`src/verilog/reset_state_pkg.sv`:
```
// constants and types shared by the reset initial state logic
package reset_state_pkg;

   // ------------------------------------------------------------
   // widths and initial values
   // ------------------------------------------------------------
   localparam int          DATA_W        = 8;
   localparam int          PC_W          = 13;
   localparam int          SP_W          = 4;
   localparam int          NUM_PORTS     = 6;
   localparam int          NUM_INTC      = 4;
   localparam int          WDOG_W        = 16;
   localparam int          TB_W          = 16;
   localparam int          TO_BIT        = 5;
   localparam int          PWRDN_BIT     = 4;
   localparam logic [7:0]  ZERO_BYTE     = 8'h00;
   localparam logic [7:0]  PORT_INIT     = 8'hff;
   localparam logic [7:0]  STATUS_INIT   = 8'h00;
   localparam logic [7:0]  ACC_POR_FILL  = 8'h00;
   localparam logic [12:0] PC_INIT       = 13'h0000;
   localparam logic [3:0]  SP_TOP        = 4'h0;
   localparam logic [15:0] CNT_ZERO      = 16'h0000;
   localparam logic [15:0] CNT_ONE       = 16'h0001;

   // ------------------------------------------------------------
   // reset kinds, encoded by the classifier
   // ------------------------------------------------------------
   typedef enum logic [2:0] {
      RK_NONE      = 3'b000,
      RK_POWER_ON  = 3'b001,
      RK_PIN_RUN   = 3'b010,
      RK_PIN_SLEEP = 3'b011,
      RK_TMO_RUN   = 3'b100,
      RK_TMO_SLEEP = 3'b101
   } reset_kind_t;

   // reset sources sampled each cycle
   typedef struct packed {
      logic power_on;
      logic pin;
      logic low_voltage;
      logic watchdog;
      logic sleeping;
   } reset_cause_t;

   // core register writes from the executing program
   typedef struct packed {
      logic       we;
      logic [7:0] data;
   } byte_write_t;

endpackage

```
`src/verilog/reset_kind_decode.sv`:
```
// classifies sampled reset causes into one reset kind
`timescale 1ns/100ps
`default_nettype none
module reset_kind_decode
   import reset_state_pkg::*;
(
   input  wire  reset_state_pkg::reset_cause_t cause,
   output var   reset_state_pkg::reset_kind_t  kind
);

   // ------------------------------------------------------------
   // priority: power-on first, then pin/low voltage, then watchdog
   // ------------------------------------------------------------
   always_comb begin
      if (cause.power_on) begin
         kind = RK_POWER_ON;
      end else if (cause.pin && cause.sleeping) begin
         kind = RK_PIN_SLEEP;
      end else if (cause.pin || cause.low_voltage) begin
         kind = RK_PIN_RUN;
      end else if (cause.watchdog && cause.sleeping) begin
         kind = RK_TMO_SLEEP;
      end else if (cause.watchdog) begin
         kind = RK_TMO_RUN;
      end else begin
         kind = RK_NONE;
      end
   end

endmodule
`default_nettype wire

```
`src/verilog/reset_initial_state_logic.sv`:
```
// applies per-register initial state according to the kind of reset
`timescale 1ns/100ps
`default_nettype none
module reset_initial_state_logic
   import reset_state_pkg::*;
(
   input  wire  logic                         clk,
   input  wire  logic                         reset_n,
   input  wire  reset_state_pkg::reset_cause_t cause,
   input  wire  logic                         sleep_enter,
   input  wire  logic                         watchdog_clear,
   input  wire  reset_state_pkg::byte_write_t  acc_wr,
   input  wire  reset_state_pkg::byte_write_t  table_pointer_wr,
   input  wire  reset_state_pkg::byte_write_t  table_high_wr,
   input  wire  reset_state_pkg::byte_write_t  intc_wr,
   input  wire  logic [1:0]                   intc_sel,
   input  wire  reset_state_pkg::byte_write_t  port_wr,
   input  wire  reset_state_pkg::byte_write_t  port_dir_wr,
   input  wire  logic [2:0]                   port_sel,
   input  wire  logic                         timer_on_wr,
   input  wire  logic                         pc_step,
   input  wire  logic                         sp_push,
   output logic                               watchdog_timeout_flag,
   output logic                               power_down_flag,
   output logic [7:0]                         status_out,
   output logic [7:0]                         program_counter_low_byte,
   output logic [12:0]                        pc_out,
   output logic [3:0]                         sp_out,
   output logic                               int_enable,
   output logic [31:0]                        intc_out,
   output logic [47:0]                        port_data_out,
   output logic [47:0]                        port_dir_out,
   output logic                               timers_on,
   output logic [15:0]                        watchdog_counter,
   output logic [15:0]                        timebase_out,
   output logic [7:0]                         acc_out,
   output logic [7:0]                         table_pointer_low,
   output logic [7:0]                         table_high_byte,
   output logic [2:0]                         last_reset_kind
);
   // ------------------------------------------------------------
   // reset kind classification
   // ------------------------------------------------------------
   reset_kind_t kind;
   logic        any_reset;
   logic        defined_init;
   logic        retain_all;
   reset_kind_decode u_decode (
      .cause (cause),
      .kind  (kind)
   );
   // reset groups that steer the register blocks
   assign any_reset    = (kind != RK_NONE);
   assign retain_all   = (kind == RK_TMO_SLEEP);
   assign defined_init = any_reset && !retain_all;

   // byte write helper used by several retained registers
   function automatic logic [7:0] upd(input byte_write_t w, input logic [7:0] cur);
      upd = w.we ? w.data : cur;
   endfunction

   // ------------------------------------------------------------
   // status flags and status byte
   // ------------------------------------------------------------
   logic       to_r;
   logic       pwrdn_r;
   logic [7:0] status_r;
   logic [2:0] kind_r;
   // flag update per reset kind; sleep entry and watchdog clear act normally
   always_ff @(posedge clk or negedge reset_n) begin
      if (!reset_n) begin
         to_r    <= 1'b0;
         pwrdn_r <= 1'b0;
      end else begin
         case (kind)
            RK_POWER_ON: begin
               to_r    <= 1'b0;
               pwrdn_r <= 1'b0;
            end
            RK_PIN_RUN: begin
               to_r    <= to_r;
               pwrdn_r <= pwrdn_r;
            end
            RK_PIN_SLEEP: begin
               to_r    <= 1'b0;
               pwrdn_r <= 1'b1;
            end
            RK_TMO_RUN: begin
               to_r    <= 1'b1;
            end
            RK_TMO_SLEEP: begin
               to_r    <= 1'b1;
               pwrdn_r <= 1'b1;
            end
            default: begin
               if (sleep_enter) begin
                  to_r    <= 1'b0;
                  pwrdn_r <= 1'b1;
               end else if (watchdog_clear) begin
                  to_r    <= 1'b0;
                  pwrdn_r <= 1'b0;
               end
            end
         endcase
      end
   end

   // kind of the latest reset, held until the next one
   always_ff @(posedge clk or negedge reset_n) begin
      if (!reset_n) begin
         kind_r <= RK_POWER_ON;
      end else if (any_reset) begin
         kind_r <= kind;
      end
   end
   // status byte image with flags in place; undefined bits read as zero
   always_comb begin
      status_r            = STATUS_INIT;
      status_r[TO_BIT]    = to_r;
      status_r[PWRDN_BIT] = pwrdn_r;
   end

   // ------------------------------------------------------------
   // program counter and stack pointer
   // ------------------------------------------------------------
   logic [12:0] pc_r;
   logic [3:0]  sp_r;

   // every reset kind clears the counter, idle/sleep watchdog included
   always_ff @(posedge clk or negedge reset_n) begin
      if (!reset_n) begin
         pc_r <= PC_INIT;
      end else if (any_reset) begin
         pc_r <= PC_INIT;
      end else if (pc_step) begin
         pc_r <= pc_r + 13'h0001;
      end
   end

   // stack pointer returns to top on every reset
   always_ff @(posedge clk or negedge reset_n) begin
      if (!reset_n) begin
         sp_r <= SP_TOP;
      end else if (any_reset) begin
         sp_r <= SP_TOP;
      end else if (sp_push) begin
         sp_r <= sp_r + 4'h1;
      end
   end

   // ------------------------------------------------------------
   // interrupt control
   // ------------------------------------------------------------
   logic [7:0] intc_r [NUM_INTC];
   logic       int_en_r;

   always_ff @(posedge clk or negedge reset_n) begin
      if (!reset_n) begin
         for (int i = 0; i < NUM_INTC; i++) begin
            intc_r[i] <= ZERO_BYTE;
         end
      end else if (defined_init) begin
         for (int i = 0; i < NUM_INTC; i++) begin
            intc_r[i] <= ZERO_BYTE;
         end
      end else if (!any_reset && intc_wr.we) begin
         intc_r[intc_sel] <= intc_wr.data;
      end
   end

   // global enable follows bit 0 of the first control byte
   always_ff @(posedge clk or negedge reset_n) begin
      if (!reset_n) begin
         int_en_r <= 1'b0;
      end else if (defined_init) begin
         int_en_r <= 1'b0;
      end else if (!any_reset && intc_wr.we && intc_sel == 2'd0) begin
         int_en_r <= intc_wr.data[0];
      end
   end

   // ------------------------------------------------------------
   // port data and direction
   // ------------------------------------------------------------
   logic [7:0] port_r [NUM_PORTS];
   logic [7:0] pdir_r [NUM_PORTS];

   always_ff @(posedge clk or negedge reset_n) begin
      if (!reset_n) begin
         for (int i = 0; i < NUM_PORTS; i++) begin
            port_r[i] <= PORT_INIT;
            pdir_r[i] <= PORT_INIT;
         end
      end else if (defined_init) begin
         for (int i = 0; i < NUM_PORTS; i++) begin
            port_r[i] <= PORT_INIT;
            pdir_r[i] <= PORT_INIT;
         end
      end else if (!any_reset && port_sel < 3'(NUM_PORTS)) begin
         port_r[port_sel] <= upd(port_wr, port_r[port_sel]);
         pdir_r[port_sel] <= upd(port_dir_wr, pdir_r[port_sel]);
      end
   end

   // ------------------------------------------------------------
   // timers, watchdog and time base
   // ------------------------------------------------------------
   logic        timers_r;
   logic [15:0] wdog_r;
   logic [15:0] tb_r;
   // timers switched on by the program, off at every defined reset
   always_ff @(posedge clk or negedge reset_n) begin
      if (!reset_n) begin
         timers_r <= 1'b0;
      end else if (defined_init) begin
         timers_r <= 1'b0;
      end else if (!any_reset && timer_on_wr) begin
         timers_r <= 1'b1;
      end
   end
   // counters cleared by any reset, watchdog counts on the next edge
   always_ff @(posedge clk or negedge reset_n) begin
      if (!reset_n) begin
         wdog_r <= CNT_ZERO;
         tb_r   <= CNT_ZERO;
      end else if (any_reset || watchdog_clear) begin
         wdog_r <= CNT_ZERO;
         tb_r   <= any_reset ? CNT_ZERO : tb_r + CNT_ONE;
      end else begin
         wdog_r <= wdog_r + CNT_ONE;
         tb_r   <= tb_r + CNT_ONE;
      end
   end

   // ------------------------------------------------------------
   // accumulator and table registers
   // ------------------------------------------------------------
   logic [7:0] acc_r;
   logic [7:0] table_lo_r;
   logic [7:0] table_hi_r;
   // undefined after power-on (fill value), held over other resets
   always_ff @(posedge clk or negedge reset_n) begin
      if (!reset_n) begin
         acc_r      <= ACC_POR_FILL;
         table_lo_r <= ACC_POR_FILL;
         table_hi_r <= ACC_POR_FILL;
      end else if (kind == RK_POWER_ON) begin
         acc_r      <= ACC_POR_FILL;
         table_lo_r <= ACC_POR_FILL;
         table_hi_r <= ACC_POR_FILL;
      end else if (!any_reset) begin
         acc_r      <= upd(acc_wr, acc_r);
         table_lo_r <= upd(table_pointer_wr, table_lo_r);
         table_hi_r <= upd(table_high_wr, table_hi_r);
      end
   end

   // ------------------------------------------------------------
   // registered outputs
   // ------------------------------------------------------------
   always_ff @(posedge clk or negedge reset_n) begin
      if (!reset_n) begin
         watchdog_timeout_flag    <= 1'b0;
         power_down_flag          <= 1'b0;
         status_out               <= STATUS_INIT;
         program_counter_low_byte <= ZERO_BYTE;
         pc_out                   <= PC_INIT;
         sp_out                   <= SP_TOP;
         int_enable               <= 1'b0;
         intc_out                 <= '0;
         port_data_out            <= '1;
         port_dir_out             <= '1;
         timers_on                <= 1'b0;
         watchdog_counter         <= CNT_ZERO;
         timebase_out             <= CNT_ZERO;
         acc_out                  <= ACC_POR_FILL;
         table_pointer_low        <= ACC_POR_FILL;
         table_high_byte          <= ACC_POR_FILL;
         last_reset_kind          <= RK_POWER_ON;
      end else begin
         watchdog_timeout_flag    <= to_r;
         power_down_flag          <= pwrdn_r;
         status_out               <= status_r;
         program_counter_low_byte <= pc_r[7:0];
         pc_out                   <= pc_r;
         sp_out                   <= sp_r;
         int_enable               <= int_en_r;
         intc_out                 <= {intc_r[3], intc_r[2], intc_r[1], intc_r[0]};
         port_data_out            <= {port_r[5], port_r[4], port_r[3], port_r[2], port_r[1], port_r[0]};
         port_dir_out             <= {pdir_r[5], pdir_r[4], pdir_r[3], pdir_r[2], pdir_r[1], pdir_r[0]};
         timers_on                <= timers_r;
         watchdog_counter         <= wdog_r;
         timebase_out             <= tb_r;
         acc_out                  <= acc_r;
         table_pointer_low        <= table_lo_r;
         table_high_byte          <= table_hi_r;
         last_reset_kind          <= kind_r;
      end
   end

endmodule
`default_nettype wire

```
`config.mk`:
```
export PLATFORM = sky130hd
export DESIGN_NAME = reset_initial_state_logic
export DESIGN_NICKNAME = d
export VERILOG_FILES = /design/src/verilog/reset_state_pkg.sv /design/src/verilog/reset_kind_decode.sv /design/src/verilog/reset_initial_state_logic.sv
export SDC_FILE = /design/constraint.sdc
export NUM_CORES = 1
export LEC_CHECK = 0
export BUFFER_PORTS_ARGS = -buffer_cell sky130_fd_sc_hd__buf_2
export CORE_MARGIN = 4
export CORE_UTILIZATION = 35
export DETAILED_ROUTE_END_ITERATION = 12
export SYNTH_ARGS = -nofsm -noshare
export SYNTH_HDL_FRONTEND = slang
export SYNTH_SLANG_ARGS = --single-unit
```
`constraint.sdc`:
```
create_clock -name clk -period 2.45 [get_ports clk]
set_clock_uncertainty 0.15 [all_clocks]
set_input_delay 0.3675 -clock clk [delete_from_list [all_inputs] [get_ports clk]]
set_output_delay 0.3675 -clock clk [all_outputs]
set_load 0.02 [all_outputs]
```
==> results.md, run 1 <==
* Synth Area in Adders at 0.328%
* Multi-input gate area at 4150 um2
* Max-slew violations at 0
* Synthesized area at 15200 um2
* Die area at 46900 um2
* Wire per inst at 18.1 um
* P_sw at 3210 uW
* Worst Setup Start Kind: input pin
* R2R setup slack at 0.43 ns
* Hold Path Depth at 3
* Post-route insts no fill at 2171
* Final hold violation count at 0
* Antenna violations before repair at 6
* Synth Flop Type: dfrtp_1
* GPL Wtd Cong at 0.808
* Period utilization at 87.4%
* CP top delay family: buffers and inverters
* Synth Register Bits at 416
* TNS Setup at 0 ns
* Power Density at 729 nW/um2
* Cell taking the most area after synthesis: dfrtp_1
* CP bufs+invs at 3
* Largest net degree at the start of global routing at 85
* RSZ-0062 raised after global routing: false
* Leak at 0.00843 uW
* Rel. slew slack at 62.0%
* Most frequent cells in the layout: buf_2, dfrtp_1, dfstp_2
* Cell Chain, Critical Path: dlygate4sd3_1 > buf_2 > or4_4 > nor3_4 > buf_12 > nand2_1 > o22ai_1
* Grt ovf at 0
* Int Pwr at 10900 uW
* Layout fillers at 3879
* Outcome: finished, final reports clean
* Hold Path Class: input pin to flip-flop
* Vias/cell at 4.80
* PostCTS Resize Cnt at 0
* Worst hold endpoint: kind_r[1]
* Total vias in the final route at 10400
* DIE HEIGHT at 217 um
* Num Clock Sinks at 416
* Io pins at 295
* Initial cell density of the core at 35.4%
* Detailed Route WL at 39.2 mm
* Clock Tree Root: clkbuf_16
* Number of global-route vias before repair at 10600
* Area Overhead vs Synth at 27.0%
* Worst R2R Path Depth at 4
* Detailed-router iteration count before antenna repair at 5
* Hold_buf cts at 41
* CP Class: input pin to flip-flop
* Max FO, Critical Path at 22
* Core area at 43100 um2
* Simple-gate share of the synthesized area at 11.8%
* Worst flop-to-flop path endpoint: tb_r[15]
* Final core utilization at 44.9%
* Yosys warns at 0
* CTS max path bufs at 3
* Post-synth EDFFs at 0
* Switching Fraction at 22.8%
* Max cap viols at 0
* Synth Area in XOR/XNOR at 2.01%
* Mean Syn Cell Area at 12.7 um2
* Worst vdd ir at 0.418 mV
* FF+latch area at 10700 um2
* ANT nets after route at 0
* # DRC at 0
* Final setup vio count at 0
* CP Data Required Time at 2.76 ns
* CTS buffer count at 43
* Largest stage delay on the critical path at 0.63 ns
* Main combinational cell family by area after synthesis: simple AND/OR/NAND/NOR gates
* Slew @ Worst Pin at 0.567 ns
* # port buffers at 288
* Synth area leaders: dfrtp_1, dfstp_2, nor2_1
* Nets at 1627
* Clock power frac at 44.7%
* Post-CTS Setup Inserts at 0
* Post-synthesis cell type count at 56
* Slowest CP cell: or4_4
* FMAX at 467 MHz
* Post-synthesis compound-gate area fraction at 8.76%
* Sequential-to-total area share from yosys stat at 69.9%
* CTS tree: yes
* Combinational share of power at 5.5%
* Crit Reg-Reg Startpoint: tb_r[2]
* CP endpoint kind: flip-flop
* Layout cells sized above 1 at 39.4%
* HPWL Detailed at 26.4 mm
* Worst hold start: cause[2]
* Gate Count Post-Synth at 1200
* Num rows at 76
* Arr. time, crit path at 2.45 ns
* Seq pwr share at 49.8%
* Ys async rst share at 100%
* H-tree Lvls at 2
* Hold slack at 0.0566 ns
* GRT Util Overall at 16.4%
* Clk pin slew, worst setup/hold paths at 0.06 ns
* Total Power at 14100 uW
* Post-synthesis mux area share at 4.10%
* Dpl cells at 2051
* DIE WIDTH at 217 um
* Commonest non-fill, non-tap cell in the layout: buf_2
* Min cycle time layout at 2.14 ns
* Wire length of the first global-routing pass at 60.5 mm
* Yosys top cell area share at 36.5%
* Clock Latency Late Sink at 0.54 ns
* Iter 0 DRT Violations at 735
[cells in the mapped netlist (all sizes together), types with 5 or more instances]
cell type,n
dfrtp,222
dfstp,194
nor2,137
nand2,103
a21oi,74
o22ai,67
nor3,51
mux2i,50
buf,48
clkbuf,31
a22o,24
xnor2,22
nand2b,21
nand3,15
o21ai,13
xor2,13
inv,12
mux2,11
nand4,11
a221o,10
nor4,10
or3,7
a211oi,5
[sequential cells by signal, summed over array words and instances (netlist names), 3 cells and up]
| signal | cells |
|---|---|
| kind_r | 3 |
| last_reset_kind | 3 |
| table_high_byte | 8 |
| port_data_out | 48 |
| acc_r | 8 |
| table_pointer_low | 8 |
| intc_r | 32 |
| intc_out | 32 |
| table_hi_r | 8 |
| tb_r | 16 |
| sp_r | 4 |
| pdir_r | 48 |
| acc_out | 8 |
| pc_r | 13 |
| port_dir_out | 48 |
| port_r | 48 |
| watchdog_counter | 16 |
| wdog_r | 16 |
| timebase_out | 16 |
| pc_out | 13 |
| table_lo_r | 8 |
| sp_out | 4 |
[power groups by stage]
stage          logic [uW]  clock network, uW  registers [uW]
3_3_place_gp          720                  0            7140
3_5_place_dp          728                  0            7150
5_1_grt               846               6800            7040
6_report              770               6320            7030
2_1_floorplan         279                  0            7190
4_1_cts               784               6520            7030
[worst max path at each step]
stage | slack [ns] | to | startpoint | cells past startpoint
finish | 0.31 | port_r[27] | cause[4] | 7
CTS | 0.33 | port_r[27] | cause[4] | 7
global route | 0.22 | port_r[27] | cause[4] | 7
detailed placement | 0.19 | port_r[47] | port_sel[0] | 6
floorplan | 0.47 | pdir_r[11] | port_sel[0] | 7
global placement | 0.20 | port_r[23] | port_sel[0] | 6
[worst register-to-register path: cells and delay by family (launching register included)]
kind	cells	cell delay [ns]
and+or+nand+nor	3	1.19
DFF	1	0.47
AOI/OAI and AO/OA	1	0.15
[routing by layer]
metal	part of all wire, %	up-vias	track usage [%]	wire length, um
met5	0.11	-	0	43
met4	3.5	6	6.46	1370
met3	6.8	84	3.90	2660
met2	47	344	26.3	18300
met1	43	5135	21.6	16800
li1	-	4853	-	-
[cell families after synthesis]
| logic type | after synthesis |
|---|---|
| muxes | 61 |
| DFF | 416 |
| AOI/OAI and AO/OA | 209 |
| xor gates and xnor gates | 35 |
| adders and majority gates | 4 |
| buffers and inverters | 92 |
| and+or+nand+nor | 382 |
| other | 1 |
[stage by stage]
| stage | cell area (um2) | setup slack [ns] |
|---|---|---|
| after CTS | 19300 | 0.330 |
| after global routing | 19400 | 0.219 |
| after floorplan | 15300 | 0.465 |
| after global placement | 17600 | 0.200 |
| final | 19400 | 0.310 |
| after detailed placement | 17600 | 0.188 |
[area by class of cell]
cell class,instances,area share [%]
flip-flops and latches,416,55.0
repair buffers,381,12.4
diodes,3,0.0388
well taps,585,3.78
clock inverters,18,0.892
clock buffers,58,6.16
inverters,13,0.252
multi-input cells,697,21.4
Note: power is estimated with default switching activity, not from simulation.
==> run 2: changes to the inputs <==
Clock period 2.45 ns to 2.3 ns, I/O delays scaled along.
==> run 2 against run 1 <==
Effect of this change: core utilization up 0.45 points; global-route usage up 0.15 points; first-iteration DRC count down 29%; hold slack better by 0.035 ns; critical path depth unchanged; worst setup slack worse by 0.12 ns; final cell count up 0.32%; sequential power up 6.5%; power up 9.7%; highest routed layer unchanged; sequential share of layout area down 0.54 points; flip-flop and latch count unchanged; via count down 0.17%.
==> results.md, run 2 (synthesis results as in run 1) <==
* Outcome: finished, final reports clean
* Min cycle time layout at 2.11 ns
* Power Density at 792 nW/um2 (+8.6%)
* Die area at 46900 um2 (unchanged)
* Final setup vio count at 0 (unchanged)
* Hold Path Depth at 4 (+1)
* DIE WIDTH at 217 um (unchanged)
* Detailed Route WL at 39.1 mm (-0.18%)
* Met1 WL at 16.8 mm (-0.40%)
* Worst flop-to-flop path endpoint: tb_r[15]
* Worst hold start: port_dir_wr[3]
* DIE HEIGHT at 217 um (unchanged)
* Num rows at 76 (unchanged)
* Clock Tree Root: clkbuf_16
* Arr. time, crit path at 2.44 ns (about the same)
* Clock power frac at 46.2% (+1.5 points)
* Grt ovf at 0 (unchanged)
* CTS max path bufs at 3 (unchanged)
* R2R setup slack at 0.41 ns (-0.02 ns)
* # port buffers at 288 (unchanged)
* Num Clock Sinks at 416 (unchanged)
* TNS Setup at 0 ns (unchanged)
* Leak at 0.00854 uW (+1.3%)
* CTS buffer count at 43 (unchanged)
* H-tree Lvls at 2 (unchanged)
* Wire length of the first global-routing pass at 61.3 mm (+1.4%)
* Worst hold endpoint: pdir_r[19]
* P_sw at 3410 uW (+6.1%)
* Io pins at 295 (unchanged)
* # DRC at 0 (unchanged)
* Vias/cell at 4.78 (-0.49%)
* Period utilization at 91.6%
* Clock Latency Late Sink at 0.56 ns (+0.02 ns)
* Area Overhead vs Synth at 28.3%
* Routed met3 length at 2.50 mm (-6.0%)
* Slew @ Worst Pin at 0.941 ns (+0.374 ns)
* Final hold violation count at 0 (unchanged)
* Wire per inst at 18.0 um (-0.50%)
* CP endpoint kind: flip-flop
* CP Class: input pin to flip-flop
* Initial cell density of the core at 35.4% (unchanged)
* GRT Util Overall at 16.5% (+0.15 points)
* Antenna violations before repair at 5 (-1)
* RSZ-0062 raised after global routing: false
* Max-slew violations at 0 (unchanged)
* Total Power at 15500 uW (+9.7%)
* FMAX at 475 MHz
* Routed wl met2 at 18.8 mm (+3.0%)
* Max cap viols at 0 (unchanged)
* Rel. slew slack at 37.0% (-25 points)
* Total vias in the final route at 10400 (-0.17%)
* Layout fillers at 3932 (+1.4%)
* Layout cells sized above 1 at 39.5% (+0.053 points)
* Hold Path Class: input pin to flip-flop
* Clk pin slew, worst setup/hold paths at 0.06 ns (about the same)
* Iter 0 DRT Violations at 519 (-29%)
* Nets at 1632 (+0.31%)
* Worst vdd ir at 0.491 mV (+17%)
* Worst R2R Path Depth at 4 (unchanged)
* Int Pwr at 12100 uW (+11%)
* Number of global-route vias before repair at 10600 (-0.16%)
* Commonest non-fill, non-tap cell in the layout: buf_2
* Seq pwr share at 48.4% (-1.4 points)
* Largest net degree at the start of global routing at 90 (+5.9%)
* ANT nets after route at 0 (unchanged)
* GPL Wtd Cong at 0.811 (+0.45%)
* CTS tree: yes
* Crit Reg-Reg Startpoint: tb_r[2]
* Switching Fraction at 22.0% (-0.74 points)
* Detailed-router iteration count before antenna repair at 5 (unchanged)
* Most frequent cells in the layout: buf_2, dfrtp_1, dfstp_2
* Max layer used: met5
* Worst Setup Start Kind: input pin
* Combinational share of power at 5.4% (about the same)
* Max FO, Critical Path at 32 (+45%)
* HPWL Detailed at 26.4 mm (about the same)
* CP Data Required Time at 2.63 ns (-0.13 ns)
* Core area at 43100 um2 (unchanged)
run 2: changes by cell type in the layout (fill, tap and decap cells not counted), sizes merged:
cell,before,now
diode,3,2
buf,340,344
inv,13,15
clkinv,9,11
bufinv,2,6
clkinvlp,7,1
clkbuf,58,59
dlygate4sd3,41,42
run 2: critical path, cell delays in order:
cell	delay (ns)
dlygate4sd3_1	0.55
buf_2	0.17
or4_4	0.66
nor3_4	0.23
buf_12	0.23
nand2_1	0.08
o22ai_1	0.15
run 2: timing repair:
action,CTS,global route
hold buffers,42,0
setup buffers,0,0
endpoints found under the hold margin,198,0
gates resized for setup,0,0
run 2: final cells by class:
class	instances	area (um2)	share of cell area (%)
timing repair buffer	386	2490	12.7
clock buffer	59	1190	6.07
multi-input combinational	697	4150	21.2
clock inverter	20	283	1.45
antenna	2	5.00	0.0256
inverter	13	48.8	0.250
sequential	416	10700	54.5
tap	585	732	3.74
run 2: stage by stage:
step                      area, um2  instances  setup WS (ns)  utilization, %  hold slack (ns)
final                         19600       2178          0.193            45.4           0.0919
after CTS                     19500       2176          0.222            45.4           0.0423
after floorplan               15300       1205          0.338               -           -0.101
after global placement        17700       2055          0.130            41.0            0.150
after detailed placement      17700       2055         0.0965            41.0            0.146
after global routing          19500       2177          0.119            45.4           0.0849
run 2: worst max-delay path by stage:
stage,startpoint,cells after the start,to
floorplan,port_sel[0],7,pdir_r[11]
global placement,port_sel[2],6,pdir_r[24]
detailed placement,port_sel[2],6,pdir_r[6]
CTS,cause[1],7,pdir_r[26]
global route,cause[1],7,pdir_r[31]
finish,cause[1],7,port_r[10]
run 2: power by group through the flow:
| stage | logic, uW | clock network (uW) | registers, uW |
|---|---|---|---|
| after detailed placement | 790 | 0 | 7610 |
| after global routing | 922 | 7700 | 7500 |
| final | 838 | 7150 | 7490 |
| after CTS | 853 | 7390 | 7490 |
| after floorplan | 297 | 0 | 7660 |
| after global placement | 781 | 0 | 7610 |
run 2: routing by layer:
layer  global-route usage [%]  vias to the layer above
li1                         -                     4869
met1                     21.9                     5186
met2                     26.9                      277
met3                     4.22                       66
met4                     5.18                        6
met5                        0                        -
==> run 3: changes to the inputs <==
Settings changed: SETUP_SLACK_MARGIN from default to 0.2.
==> run 3 against run 2 <==
Effect of this change: clock power is essentially flat; wire length up 2.8%; hold slack got worse by 0.014 ns; combinational power is 1% higher; cell area is 0.77% higher; register-to-register slack barely moved; critical path type unchanged; largest cell class unchanged.
==> results.md, run 3 (synthesis results as in run 1) <==
* Post-route insts no fill at 2184 (+0.28%)
* Leak at 0.00860 uW (+0.69%)
* Met1 WL at 17.2 mm (+2.3%)
* Dpl cells at 2055 (unchanged)
* Arr. time, crit path at 2.38 ns (-0.06 ns)
* Clock Latency Late Sink at 0.56 ns (about the same)
* Wire per inst at 18.4 um (+2.5%)
* Layout cells sized above 1 at 40.1% (+0.60 points)
* Num rows at 76 (unchanged)
* Nets at 1638 (+0.37%)
* H-tree Lvls at 2 (unchanged)
* # port buffers at 288 (unchanged)
* Commonest non-fill, non-tap cell in the layout: buf_2
* Area Overhead vs Synth at 29.3%
* Detailed-router iteration count before antenna repair at 5 (unchanged)
* CP Data Required Time at 2.62 ns (about the same)
* Max-slew violations at 0 (unchanged)
* Clock power frac at 46.2% (about the same)
* Total vias in the final route at 10500 (+1.1%)
* Rel. slew slack at 35.0% (-2.0 points)
* CTS max path bufs at 3 (unchanged)
* Num Clock Sinks at 416 (unchanged)
* GRT Util Overall at 16.5% (unchanged)
* Seq pwr share at 48.3% (about the same)
* Most frequent cells in the layout: buf_2, dfrtp_1, dfstp_2
* CP Class: input pin to flip-flop
* Iter 0 DRT Violations at 570 (+9.8%)
* Wire length of the first global-routing pass at 61.3 mm (unchanged)
* Die area at 46900 um2 (unchanged)
* Io pins at 295 (unchanged)
* Vias/cell at 4.82 (+0.81%)
* Final hold violation count at 0 (unchanged)
* GPL Wtd Cong at 0.811 (unchanged)
* Int Pwr at 12100 uW (about the same)
* Grt ovf at 0 (unchanged)
* FMAX at 484 MHz (+2.0%)
* RSZ-0062 raised after global routing: false
* CTS tree: yes
* ANT nets after route at 0 (unchanged)
* Hold Path Class: input pin to flip-flop
* Final setup vio count at 0 (unchanged)
* Cell Chain, Critical Path: dlygate4sd3_1 > buf_2 > or4_4 > nor3_4 > buf_4 > buf_6 > o22ai_1
* Antenna violations before repair at 5 (unchanged)
* P_sw at 3420 uW (+0.33%)
* Number of global-route vias before repair at 10600 (unchanged)
* Max layer used: met5
* Switching Fraction at 22.1% (+0.050 points)
* Total Power at 15500 uW (+0.10%)
* CP endpoint kind: flip-flop
* Outcome: finished, final reports clean
* Core area at 43100 um2 (unchanged)
* Clock Tree Root: clkbuf_16
* HPWL Detailed at 26.4 mm (unchanged)
* DIE HEIGHT at 217 um (unchanged)
* Max FO, Critical Path at 8 (-75%)
* Final instance area at 19700 um2 (+0.77%)
* CTS buffer count at 43 (unchanged)
* Initial cell density of the core at 35.4% (unchanged)
* Combinational share of power at 5.5% (about the same)
* Worst vdd ir at 0.491 mV (about the same)
* Min cycle time layout at 2.07 ns (-0.0407 ns)
* Max cap viols at 0 (unchanged)
* Routed met3 length at 2.64 mm (+5.7%)
* DIE WIDTH at 217 um (unchanged)
* DP Area at 17700 um2 (unchanged)
* Routed wl met2 at 19.4 mm (+2.8%)
* Slowest CP cell: or4_4
* # DRC at 0 (unchanged)
* Clk pin slew, worst setup/hold paths at 0.06 ns (about the same)
* TNS Setup at 0 ns (unchanged)
* Detailed Route WL at 40.2 mm (+2.8%)
* Worst Setup Start Kind: input pin
* Slew @ Worst Pin at 0.971 ns (+0.0303 ns)
* CP bufs+invs at 4 (+1)
* Largest stage delay on the critical path at 0.64 ns (-0.02 ns)
* Period utilization at 89.8% (-1.8 points)
* CP top delay family: buffers and inverters
* Largest net degree at the start of global routing at 90 (unchanged)
* Power Density at 787 nW/um2 (-0.67%)
[run 3: cell count changes in the layout (fill, tap and decap cells not counted)]
cell	change
o22ai_1	-4
o22ai_2	+4
clkbuf_16	+3
buf_6	+2
buf_12	+1
buf_2	-1
buf_4	+1
o21a_1	-1
o21a_2	+1
o31ai_1	-1
o31ai_2	+1
[run 3: repair_timing]
| action | CTS | global route |
|---|---|---|
| endpoints found under the hold margin | 198 | 0 |
| setup endpoints to repair | 0 | 29 |
| hold buffers | 42 | 0 |
| setup buffers | 0 | 2 |
| resized for setup | 0 | 8 |
[run 3: routing by layer]
layer	vias to the layer above	global-route usage [%]
met1	5265	21.9
met2	296	26.9
met5	-	0
met4	6	5.18
li1	4880	-
met3	70	4.22
[run 3: worst reg2reg max path: stages, from the launching register on]
cell	delay, ns
dfrtp_1	0.47
nand3_1	0.12
or3_1	0.44
or4_1	0.50
a21oi_1	0.15
[run 3: power groups by stage]
| stage | Combinational (uW) | Sequential [uW] | Clock [uW] |
|---|---|---|---|
| finish | 849 | 7490 | 7160 |
| global route | 930 | 7500 | 7700 |
| CTS | 853 | 7490 | 7390 |
| detailed placement | 790 | 7610 | 0 |
| global placement | 781 | 7610 | 0 |
| floorplan | 297 | 7660 | 0 |
[run 3: final cells by class]
class                   instances  area (um2)
fillers                      3922       23400
diodes                          2        5.00
inverters                      13        48.8
repair buffers                392        2610
clock buffers                  59        1190
flip-flops and latches        416       10700
multi-input cells             697        4180
well taps                     585         732
clock inverters                20         283
[run 3: per-stage QoR]
step,util [%],hold WS [ns],setup slack [ns]
2_1_floorplan,-,-0.101,0.338
3_3_place_gp,41.0,0.150,0.130
3_5_place_dp,41.0,0.146,0.0965
4_1_cts,45.4,0.0423,0.222
5_1_grt,45.7,0.0849,0.195
6_report,45.7,0.0780,0.234
[run 3: path summary, 6_finish.rpt]
path,from,end,slack [ns],cells past startpoint
hold / removal,cause[0],to_r,0.08,3
max in group asynchronous,reset_n,tb_r[15],1.00,3
setup reg to reg,tb_r[2],tb_r[15],0.40,4
min in group asynchronous,reset_n,table_lo_r[2],0.15,2
hold reg to reg,pdir_r[37],port_dir_out[13],0.22,0
setup / recovery,cause[1],pdir_r[29],0.23,7
